## config.mk

```make
export PLATFORM = sky130hd
export DESIGN_NAME = esh_emergency_handler
export DESIGN_NICKNAME = d
export VERILOG_FILES = /design/src/rtl/esh_pkg.sv /design/src/rtl/esh_sync.sv /design/src/rtl/esh_emergency_handler.sv
export SDC_FILE = /design/constraint.sdc
export NUM_CORES = 1
export LEC_CHECK = 0
export BUFFER_PORTS_ARGS = -buffer_cell sky130_fd_sc_hd__buf_4
export CORE_UTILIZATION = 55
export DETAILED_ROUTE_END_ITERATION = 10
export GPL_TIMING_DRIVEN = 0
export PLACE_DENSITY = 0.91
export SLEW_MARGIN = 20
export SYNTH_ARGS = -nofsm -noshare
export SYNTH_HDL_FRONTEND = slang
export SYNTH_SLANG_ARGS = --single-unit
```

## constraint.sdc

```tcl
create_clock -name sys_clk -period 4.2 [get_ports sys_clk]
set_input_delay 0 -clock sys_clk [delete_from_list [all_inputs] [get_ports sys_clk]]
set_output_delay 0 -clock sys_clk [all_outputs]
set_load 0.02 [all_outputs]
```

## src/rtl/esh_pkg.sv

```systemverilog
// Package with constants and types for the emergency signal handler
// Functional notes
// The external stop input comes from outside and a low level asks the controller for an emergency.
// The emergency output is driven low whenever the controller core or the logic controller reports an error.
// A low emergency request from the logic controller halts axes and spindle and raises its error indication.
// The alarm flag toward the logic controller is driven low whenever an alarm or emergency exists.
// An emergency starts when either the external stop or the logic controller request is active.
// An internal malfunction or an external device fault also halts axes and spindle and raises an error.
// Any emergency cause drives both the emergency output and the alarm flag active.
// Both the emergency output and the alarm flag are released once no cause remains.
// At the start of each scan all physical inputs are copied to the input image, bit one holding the stop input.
// Before each scan runs the controller output image, alarm mark included, is refreshed.
// After each scan outputs follow the output image, and the emergency output is active if output bit one or the alarm is.
// The logic controller program must react to the stop input and alarm and drive its emergency outputs as needed.
// The logic controller program asks for an emergency through the output flag feeding the request input.
// Emergency inputs are synchronised before use and the emergency output only changes at the end of a scan.
package esh_pkg;

  // Scan cycle phases
  typedef enum logic [1:0] {
    ESH_IDLE    = 2'b00,
    ESH_SAMPLE  = 2'b01,
    ESH_EXECUTE = 2'b10,
    ESH_UPDATE  = 2'b11
  } esh_phase_t;

  // Bit positions in the images
  localparam int ESH_STOP_BIT    = 1;
  localparam int ESH_OUT_EMG_BIT = 1;

  // Reset levels of active-low lines: released
  localparam logic ESH_RELEASED_N = 1'b1;

endpackage : esh_pkg

```

## src/rtl/esh_sync.sv

```systemverilog
// Two-flop synchroniser bank for asynchronous inputs
module esh_sync
  import esh_pkg::*;
#(
  parameter int WIDTH    = 1,
  parameter logic [WIDTH-1:0] RST_VAL = '0
) (
  // Clock and reset
  input  wire logic             sys_clk,
  input  wire logic             rst,
  input  wire logic             clk_en,
  // Data
  input  wire logic [WIDTH-1:0] async_in,
  output logic      [WIDTH-1:0] sync_out
);

  logic [WIDTH-1:0] meta_q;

  initial begin
    if (WIDTH < 1) $error("esh_sync: WIDTH must be at least 1");
  end

  // First stage feeds only the second stage
  always_ff @(posedge sys_clk or posedge rst) begin
    if (rst) begin
      meta_q   <= RST_VAL;
      sync_out <= RST_VAL;
    end else if (clk_en) begin
      meta_q   <= async_in;
      sync_out <= meta_q;
    end
  end

endmodule : esh_sync

```

## src/rtl/esh_emergency_handler.sv

```systemverilog
// Emergency signal handler top: cause collection, alarm flag and scan-synchronous emergency output
module esh_emergency_handler
  import esh_pkg::*;
#(
  parameter int IN_WIDTH  = 16,
  parameter int OUT_WIDTH = 16,
  parameter int CNC_WIDTH = 16
) (
  // Clock, reset, enable
  input  wire logic                 sys_clk,
  input  wire logic                 rst,
  input  wire logic                 clk_en,
  // External safety chain pins
  input  wire logic                 ext_stop_n,
  output logic                      emerg_out_n,
  // Fault sources
  input  wire logic                 core_fault,
  input  wire logic                 ext_dev_fault,
  input  wire logic                 plc_fault,
  // Logic controller flag exchange
  input  wire logic                 logic_emerg_request_n,
  output logic                      alarm_n,
  // Motion halt and error indications
  output logic                      motion_halt,
  output logic                      err_ext_stop,
  output logic                      err_plc_request,
  output logic                      err_internal,
  // Scan cycle control
  input  wire logic                 scan_start,
  input  wire logic                 scan_done,
  output logic [1:0]                scan_phase,
  // Physical inputs and input image
  input  wire logic [IN_WIDTH-1:0]  phys_in,
  output logic [IN_WIDTH-1:0]       in_image,
  // Controller output image toward the logic controller
  input  wire logic [CNC_WIDTH-1:0] cnc_out,
  output logic [CNC_WIDTH-1:0]      cnc_image,
  output logic                      alarm_mark_n,
  // Output image from the program and physical outputs
  input  wire logic [OUT_WIDTH-1:0] out_image,
  output logic [OUT_WIDTH-1:0]      phys_out
);

  initial begin
    if (IN_WIDTH <= ESH_STOP_BIT) $error("esh_emergency_handler: IN_WIDTH too small");
    if (OUT_WIDTH <= ESH_OUT_EMG_BIT) $error("esh_emergency_handler: OUT_WIDTH too small");
    if (CNC_WIDTH < 1) $error("esh_emergency_handler: CNC_WIDTH must be at least 1");
  end

  // Synchronised pins: stop, request, fault lines, then the physical input bus
  localparam int NSYNC = 5 + IN_WIDTH;
  localparam logic [NSYNC-1:0] SYNC_RST = {{IN_WIDTH{1'b0}}, 5'b00011};

  logic [NSYNC-1:0] sync_raw;
  logic [NSYNC-1:0] sync_val;

  assign sync_raw = {phys_in, plc_fault, ext_dev_fault, core_fault,
                     logic_emerg_request_n, ext_stop_n};

  // Every asynchronous input passes two flops before use
  esh_sync #(
    .WIDTH   (NSYNC),
    .RST_VAL (SYNC_RST)
  ) u_sync (
    .sys_clk  (sys_clk),
    .rst      (rst),
    .clk_en   (clk_en),
    .async_in (sync_raw),
    .sync_out (sync_val)
  );

  logic                stop_s_n;
  logic                req_s_n;
  logic                core_s;
  logic                dev_s;
  logic                plc_s;
  logic [IN_WIDTH-1:0] phys_s;

  assign stop_s_n = sync_val[0];
  assign req_s_n  = sync_val[1];
  assign core_s   = sync_val[2];
  assign dev_s    = sync_val[3];
  assign plc_s    = sync_val[4];
  assign phys_s   = sync_val[NSYNC-1:5];

  // Cause collection; the stop pin is driven low by the outside chain
  logic cause_stop;
  logic cause_req;
  logic cause_int;
  logic any_cause;

  assign cause_stop = ~stop_s_n;             // see R01
  assign cause_req  = ~req_s_n;              // see R03
  assign cause_int  = core_s | dev_s;
  assign any_cause  = cause_stop | cause_req | cause_int | plc_s; // see R02

  // Halt and error indications follow the causes and clear when they go
  always_ff @(posedge sys_clk or posedge rst) begin
    if (rst) begin
      motion_halt     <= 1'b0;
      err_ext_stop    <= 1'b0;
      err_plc_request <= 1'b0;
      err_internal    <= 1'b0;
    end else if (clk_en) begin
      motion_halt     <= any_cause;          // see R03 see R05
      err_ext_stop    <= cause_stop;
      err_plc_request <= cause_req;
      err_internal    <= cause_int | plc_s;
    end
  end

  // Alarm flag is immediate; released as soon as no cause remains
  always_ff @(posedge sys_clk or posedge rst) begin
    if (rst) begin
      alarm_n <= ESH_RELEASED_N;
    end else if (clk_en) begin
      alarm_n <= ~any_cause;                 // see R04 see R07
    end
  end

  // Scan phase sequencing
  esh_phase_t phase_q;
  esh_phase_t phase_d;

  always_comb begin
    phase_d = phase_q;
    case (phase_q)
      ESH_IDLE:    if (scan_start) phase_d = ESH_SAMPLE;
      ESH_SAMPLE:  phase_d = ESH_EXECUTE;
      ESH_EXECUTE: if (scan_done) phase_d = ESH_UPDATE;
      ESH_UPDATE:  phase_d = ESH_IDLE;
      default:     phase_d = ESH_IDLE;
    endcase
  end

  always_ff @(posedge sys_clk or posedge rst) begin
    if (rst) begin
      phase_q <= ESH_IDLE;
    end else if (clk_en) begin
      phase_q <= phase_d;
    end
  end

  logic sample_pt;
  logic update_pt;

  assign sample_pt = (phase_q == ESH_SAMPLE);
  assign update_pt = (phase_q == ESH_UPDATE);

  // Input image and controller image taken before execution begins
  logic [IN_WIDTH-1:0] in_image_d;

  always_comb begin
    in_image_d = phys_s;
    in_image_d[ESH_STOP_BIT] = stop_s_n;
  end

  always_ff @(posedge sys_clk or posedge rst) begin
    if (rst) begin
      in_image     <= '0;
      cnc_image    <= '0;
      alarm_mark_n <= ESH_RELEASED_N;
      scan_phase   <= 2'h0;
    end else if (clk_en) begin
      scan_phase <= phase_d;
      if (sample_pt) begin
        in_image     <= in_image_d;
        cnc_image    <= cnc_out;
        alarm_mark_n <= alarm_n;
      end
    end
  end

  // Physical outputs; the emergency line is forced by output bit one or the alarm mark.
  // Both are active low, so an AND of the two levels is an OR of their active states.
  logic emerg_d_n;
  logic [OUT_WIDTH-1:0] phys_out_d;

  assign emerg_d_n = out_image[ESH_OUT_EMG_BIT] & alarm_mark_n;

  always_comb begin
    phys_out_d = out_image;
    phys_out_d[ESH_OUT_EMG_BIT] = emerg_d_n;
  end

  // The pin stays stale during a scan; a cause reaches it at the update of the first scan whose sample point sees the alarm flag
  always_ff @(posedge sys_clk or posedge rst) begin
    if (rst) begin
      phys_out    <= {OUT_WIDTH{1'b1}};
      emerg_out_n <= ESH_RELEASED_N;
    end else if (clk_en && update_pt) begin
      phys_out    <= phys_out_d;
      emerg_out_n <= emerg_d_n;              // see R02 see R08
    end
  end

endmodule : esh_emergency_handler

```

* Yosys cells after proc, flatten, opt, wreduce, memory -nomap -nowiden
Index checks and enable logic that the tools add are counted.
** Operators by class
- Bitwise logic cells :: 9
- Mux-type cells :: 3
- Eq/ne operators :: 5
- Reductions and logical operators :: 4
** Operators with widths (number)
- $pmux 2 s4 :: 1
- $or 1x1->1 :: 5
- $eq 2x2->1 const B :: 2
- $mux 2 :: 2
- $ne 2x2->1 const B :: 2
- $not 1->1 :: 3
- $reduce_and 3->1 :: 1
- $eq 2x1->1 const B :: 1
- $logic_not 2->1 :: 1
- $reduce_and 2->1 :: 1
- $and 1x1->1 :: 1
- $logic_and 1x1->1 :: 1
** Storage, ports and cells
- Word-level logic and storage cells :: 34
- Output and inout port bits :: 57
- Flip-flop bits (word level) :: 99
- Input port bits :: 58

* Longest topological paths before layout
Gate-level depths: netlist (run 1).
- Depth after elaboration :: 5
- Gate-level depth with buffers :: 6
- Mapped depth without buffers :: 5

* Hierarchy
A second synthesis (run 1) with hierarchy kept.
** Unflattened totals
- Cells, all modules :: 229
- Area total of the unflattened synthesis :: 4120.2 µm²
** Modules (own cells, without submodules)
- esh_emergency_handler :: cells each 139, area each 2346.0 µm², sequential area each 1423.9 µm², instances 1
- esh_sync :: cells each 90, area each 1774.2 µm², sequential area each 1056.0 µm², instances 1

* Least setup slack after synthesis (run 1)
Ideal clock, no wire load.
- Kind :: register to register
- From :: reg scan_phase[1] (netlist name)
- To :: reg cnc_image[10]
- Setup slack :: 2.709 ns
- Stages on the path, launching flop included :: 6
- Required time :: 4.075 ns
- Library setup time :: 0.125 ns
- Arrival :: 1.365 ns
- Path buffers :: 1
- Cell sequence :: dfrtp_1 -> inv_1 -> ha_1 -> nand2_4 -> buf_6 -> mux2_4
** RTL lines
- to (signal assigned) :: line esh_emergency_handler.sv:168 : cnc_image <= cnc_out;
- to (decl) :: line esh_emergency_handler.sv:37 : output logic [CNC_WIDTH-1:0] cnc_image,

==> results of run 1 <==
## stage by stage
step,util [%],total power [W]
3_5_place_dp,71.47,0.002950
2_1_floorplan,-,0.002374
5_1_grt,82.65,0.003861
4_1_cts,82.65,0.003672
3_3_place_gp,71.03,0.002886
6_report,82.65,0.003699
## worst max-delay path, stage by stage (launching register included)
cell and delay [ps]:
dfrtp_1 420, inv_1 80, ha_1 210, nand2_4 150
buf_6 210, mux2_4 330
## layer usage
layer | GRT usage (%) | vias up | wire length (um)
li1 | - | 1131 | -
met1 | 31.18 | 1297 | 3610
met2 | 48.22 | 64 | 5072
met3 | 3.850 | 13 | 208
met4 | 11.36 | 0 | 206
met5 | 0 | - | 0
## worst max path at each step
stage / startpoint / to / slack, ps / depth (start not counted)
5_1_grt: scan_phase[1] / in_image[10] / 2620 / 5
3_5_place_dp: scan_phase[1] / cnc_image[11] / 2720 / 5
4_1_cts: scan_phase[1] / in_image[5] / 2700 / 5
2_1_floorplan: rst / cnc_image[0] / 1730 / 1
3_3_place_gp: rst / u_sync.meta_q[18] / 760 / 2
6_report: scan_phase[1] / in_image[10] / 2700 / 5
## cell usage in the layout (no fill, tap or decap)
master	synthesis	layout
buf_4	1	113
dfrtp_1	74	74
dlygate4sd3_1	0	53
mux2_2	49	49
mux2_4	38	38
dfstp_2	22	22
clkbuf_8	0	10
buf_6	7	7
inv_1	8	7
ha_1	4	4
buf_2	3	3
nand2_1	3	3
o21ai_0	3	3
nand2_4	2	2
mux2i_1	2	2
bufinv_16	0	2
clkinv_4	0	2
inv_4	0	1
o221ai_2	1	1
mux2_1	1	1
nor3_1	1	1
nand4_1	1	1
nor2_1	1	1
a21oi_1	1	1
o21a_1	1	1
a32oi_1	1	1
inv_6	0	1
clkinv_2	0	1
buf_16	0	1
## logic make-up after synthesis
family | synth area share [%]
AND/OR/NAND/NOR | 1.262
flip-flops | 62.87
multiplexers | 29.85
buffers and inverters | 3.399
adder cells (fa/ha/maj) | 1.295
AO/OA/AOI/OAI | 1.327
## what timing repair did
item                      4_1_cts  5_1_grt
setup buffers                   0        0
hold endpoints to repair       82        0
hold buffers                   53        0
## layout make-up
cell class / instances / area, um^2
Tap cell: 96 / 120.1
Multi-Input combinational cell: 109 / 1304
Buffer: 11 / 101.3
Clock inverter: 6 / 91.34
Clock buffer: 10 / 137.6
Timing Repair Buffer: 166 / 1399
Fill cell: 368 / 1179
Sequential cell: 96 / 2430
Inverter: 8 / 32.53
## power by group
| group | total, W | internal [W] | switching, W |
|---|---|---|---|
| Combinational | 0.00153 | 0.000822 | 0.000705 |
| Clock | 0.000682 | 0.000355 | 0.000327 |
| Sequential | 0.00149 | 0.00129 | 0.000200 |
| Total | 0.00370 | 0.00247 | 0.00123 |
## state kept, by name, indices dropped and copies added, names as in the netlist
signal / flops
alarm_n: 1
alarm_mark_n: 1
err_plc_request: 1
err_ext_stop: 1
phys_out: 16
motion_halt: 1
u_sync.meta_q: 20
err_internal: 1
cnc_image: 16
u_sync.sync_out: 20
scan_phase: 2
in_image: 16
==> impl_results.md, run 1 <==
- Status: finished, final reports clean
- First-pass GRT wire length: 14250 um
- Initial Util: 56.89%
- Fmax: 0.6669 GHz
- Part of the Yosys area used for sequential elements: 62.87%
- Drt pass-1 iters: 4
- RSZ-0062 raised after global routing: false
- Setup Skew: 8.699 ps
- Critical Path RT: 4440 ps
- P per Cell Area: 658.7 nW/um^2
- Yosys warnings: 0
- Yosys top cell area share: 47.91%
- Most common cell in the netlist: dfrtp_1
- Fraction of registers with async set/reset: 100.0%
- CTS tree: built
- Remaining antenna violation count: 0
- Final setup viols: 0
- Largest cells by area after synthesis: dfrtp_1 48%, dfstp_2 15%, mux2_4 15%, mux2_2 14%, buf_6 2.0%
- Slew Viols, Final: 0
- Placed cell areas: 4856 um^2
- Core footprint: 6794 um^2
- Clock transition at path regs: 100 ps
- Die area: 7367 um^2
- Worst rel slew slack: 66.62%
- Largest fanout on the critical path: 10
- Worst r2r src: scan_phase[1]
- Minimum clock period: 1500 ps
- Synth Net Count: 286
- Max-capacitance violation count: 0
- Final Hold Vio Count: 0
- PnR worst setup slack: 2700 ps
- Clock Latency Late Sink: 350 ps
- Hold Crit Start: scan_start
- RR Endpoint: in_image[10]
- Syn avg cell area: 17.25 um^2
- Critical path type: reg2reg
- Syn Inst Count: 224
- Largest net degree at the start of global routing: 60
- Crit path DAT: 1740 ps
- Leakage: 2.710 nW
- H-tree depth: 3
- Most frequent cells after synthesis: 74 x dfrtp_1, 49 x mux2_2, 38 x mux2_4, 22 x dfstp_2, 8 x inv_1
- WL/cell: 18.12 um
- Vias in the first global route: 2752
- Fin area: 5615 um^2
- DRC Markers: 0
- Root Buffer: clkbuf_8
- Share of cells above drive strength 1: 62.32%
- Slew @ Worst Pin: 500.7 ps
- GRT Resource Usage Total: 26.44%
- Longest Clk Path Bufs: 2
- Starting DRT DRC Count: 122
- I/O Pins: 115
- CP endpoint kind: flop
- Worst Reg2Reg Path Length in Cells: 5
- Yosys top cell by area: dfrtp_1
- Final GP Congestion: 0.7286
- Layout Area Growth over Synthesis: 45.29%
- Number of enable flip-flop cells after synthesis: 0
- GR Overflow Total: 0
- Setup TNS: 0 ps
- DR vias: 2505
- Place WS: 2716 ps
- Hold depth: 3
- CTS buffer count: 9
- Initial antenna violation count: 0
- Row cnt: 30
- WL final: 9097 um
- FF-to-FF setup slack: 2700 ps
- HPWL Detailed: 5228 um
- Via/cell ratio: 4.990
- Ant. Diodes: 0
- Synth cell types: 21
- Prevailing post-synth register cell: dfrtp_1
- Final hold slack: 9.406 ps
- Finished Layout Cells: 502
- Syn Std Cell Area: 3865 um^2
- Worst Hold Endpoint: scan_phase[0]
- Setup crit start kind: flop
- Die width: 85.83 um
- # port buffers: 112
- Flop and latch count out of synthesis: 96
- Clk sinks: 96
- Final worst path period share: 35.70%
- Die Ht: 85.83 um
- Final nets: 463
- Post-CTS resize count: 0
- Hold crit path type: in2reg
- DP Cell Count: 433
- VDD IR max: 0.0003645 V
Power figures use the tool's default switching activity.
==> run 2: changes to the inputs <==
- CORE_UTILIZATION: 55 -> 46
- PLACE_DENSITY: 0.91 -> 0.82
- clock period: 4.2 -> 1.3 ns (I/O delays scaled with it)
==> run 2 against run 1 <==
Compared with the run above: the run now ends with negative setup slack left; sequential power rose to 3.2 times the previous value; clock power increased to 2.6 times the previous value; sequential share of layout area is 1.8 points lower; combinational power grew to 3.6 times the previous value; largest cell class unchanged; highest routed layer unchanged.
==> impl_results.md, run 2 (same netlist as run 1, synthesis figures left out) <==
- Critical path type: reg2reg
- Minimum clock period: 1375 ps
- Clock transition at path regs: 90 ps
- Hold crit path type: in2reg
- RSZ-0062 raised after global routing: true
- Hold depth: 3
- Largest fanout on the critical path: 4
- Status: finished, violations left
- Internal: 0.008031 W
- Die width: 93.66 um
- Fin area: 5868 um^2
- Largest stage delay, worst path: 470 ps
- Final setup viols: 44
- Remaining antenna violation count: 0
- P per Cell Area: 2048 nW/um^2
- WL/cell: 15.83 um
- Vias in the first global route: 2696
- Fmax: 0.7272 GHz
- Worst rel slew slack: 54.66%
- Clock Latency Late Sink: 350 ps
- GR Overflow Total: 0
- CP endpoint kind: flop
- Ant. Diodes: 0
- Critical Path RT: 1530 ps
- HPWL Detailed: 4986 um
- Root Buffer: clkbuf_8
- Starting DRT DRC Count: 46
- Fill cells: 554
- CTS tree: built
- Largest registers: u_sync.meta_q (20), u_sync.sync_out (20)
- Switching part of the total: 33.17%
- # port buffers: 112
- Largest net degree at the start of global routing: 36
- Final GP Congestion: 0.6635
- Reg power frac: 39.8%
- Final Util: 71.78%
- Power share of the clock group: 14.8%
- Commonest non-fill, non-tap cell in the layout: buf_4
- Slew Viols, Final: 0
- Final Hold Vio Count: 0
- Initial Util: 47.28%
- Power share of the combinational group: 45.4%
- Failing checks: negative setup slack
- Die area: 8772 um^2
- Longest Clk Path Bufs: 2
- Layout Area Growth over Synthesis: 51.83%
- Placed cell areas: 4901 um^2
- Commonest non-fill, non-tap cells in the layout: 120 x buf_4, 72 x dfrtp_1, 53 x dlygate4sd3_1
- Clk sinks: 96
- GRT Resource Usage Total: 19.57%
- Leakage: 2.804 nW
- Share of cells above drive strength 1: 66.35%
- First-pass GRT wire length: 13100 um
- Worst Reg2Reg Path Length in Cells: 5
- Die Ht: 93.66 um
- Setup Skew: 8.045 ps
- Via/cell ratio: 4.794
- WL final: 8297 um
- I/O Pins: 115
- Final hold slack: 86.53 ps
- Switching power: 0.003985 W
- CTS buffer count: 9
- H-tree depth: 3
- DP Cell Count: 443
- Finished Layout Cells: 524
- DR vias: 2512
- Drt pass-1 iters: 4
- Slew @ Worst Pin: 678.6 ps
- Final nets: 476
- VDD IR max: 0.001060 V
- CP Cell Sequence: inv_4, ha_4, inv_2, o221ai_4, mux2_4
- Crit path DAT: 1610 ps
- Initial antenna violation count: 0
- Slowest cell on the critical path: dfrtp_2
- Setup crit start kind: flop
- Core footprint: 8175 um^2
- DRC Markers: 0
- PnR worst setup slack: -75.11 ps
- Max-capacitance violation count: 0
- Final worst path period share: 105.8%
- Row cnt: 33
run 2: final cells by class:
type | count | area (um^2) | area share, %
clock buffer | 10 | 137.6 | 2.345
inverter | 8 | 38.79 | 0.6610
sequential | 96 | 2432 | 41.45
buffer | 11 | 136.4 | 2.324
clock inverter | 6 | 43.79 | 0.7463
multi-input combinational | 109 | 1389 | 23.67
timing repair buffer | 179 | 1559 | 26.57
tap | 105 | 131.4 | 2.239
run 2: power by group through the flow:
stage               logic [W]  clock network (W)  registers, W
global route          0.00577            0.00198       0.00490
detailed placement    0.00474                  0       0.00479
global placement      0.00465                  0       0.00474
floorplan             0.00197                  0       0.00575
finish                0.00545            0.00178       0.00478
CTS                   0.00531            0.00186       0.00476
run 2: worst max-delay path: cells and delay by family, from the launching register on:
| kind | cells | cell delay [ps] |
|---|---|---|
| flops | 1 | 470 |
| buf+inv | 2 | 150 |
| mux | 1 | 320 |
| fa+ha+maj | 1 | 130 |
| compound gates | 1 | 200 |
run 2: final timing paths:
kind | startpoint | endpoint | slack (ps)
max | scan_phase[0] | scan_phase[1] | -80
min | scan_done | scan_phase[1] | 90
max reg2reg | scan_phase[0] | scan_phase[1] | -80
min reg2reg | alarm_mark_n | alarm_mark_n | 480
max in group asynchronous | rst | u_sync.sync_out[0] | 330
min in group asynchronous | rst | u_sync.sync_out[16] | 320
run 2: per-stage QoR:
step	setup WS, ps	TNS, ps	power, W
floorplan	-59.58	-1976	0.007719
global placement	-543.7	-34420	0.009384
detailed placement	-113.8	-3451	0.009532
CTS	-69.78	-1685	0.01192
global route	-109.4	-3513	0.01265
finish	-75.11	-1635	0.01202
run 2: repair_timing:
action,in CTS,in global routing
gates resized for setup,17,9
hold buffers,53,0
gates cloned,1,1
pin swaps,5,2
endpoints found under the setup margin,37,49
endpoints found under the hold margin,64,0
buffers inserted,10,1
run 2: routing by layer:
layer,up-vias,routed length (um),track usage (%)
met5,-,0,0
met4,0,118,6.154
met3,12,425,3.803
met2,77,4291,33.70
met1,1261,3462,24.95
li1,1162,-,-
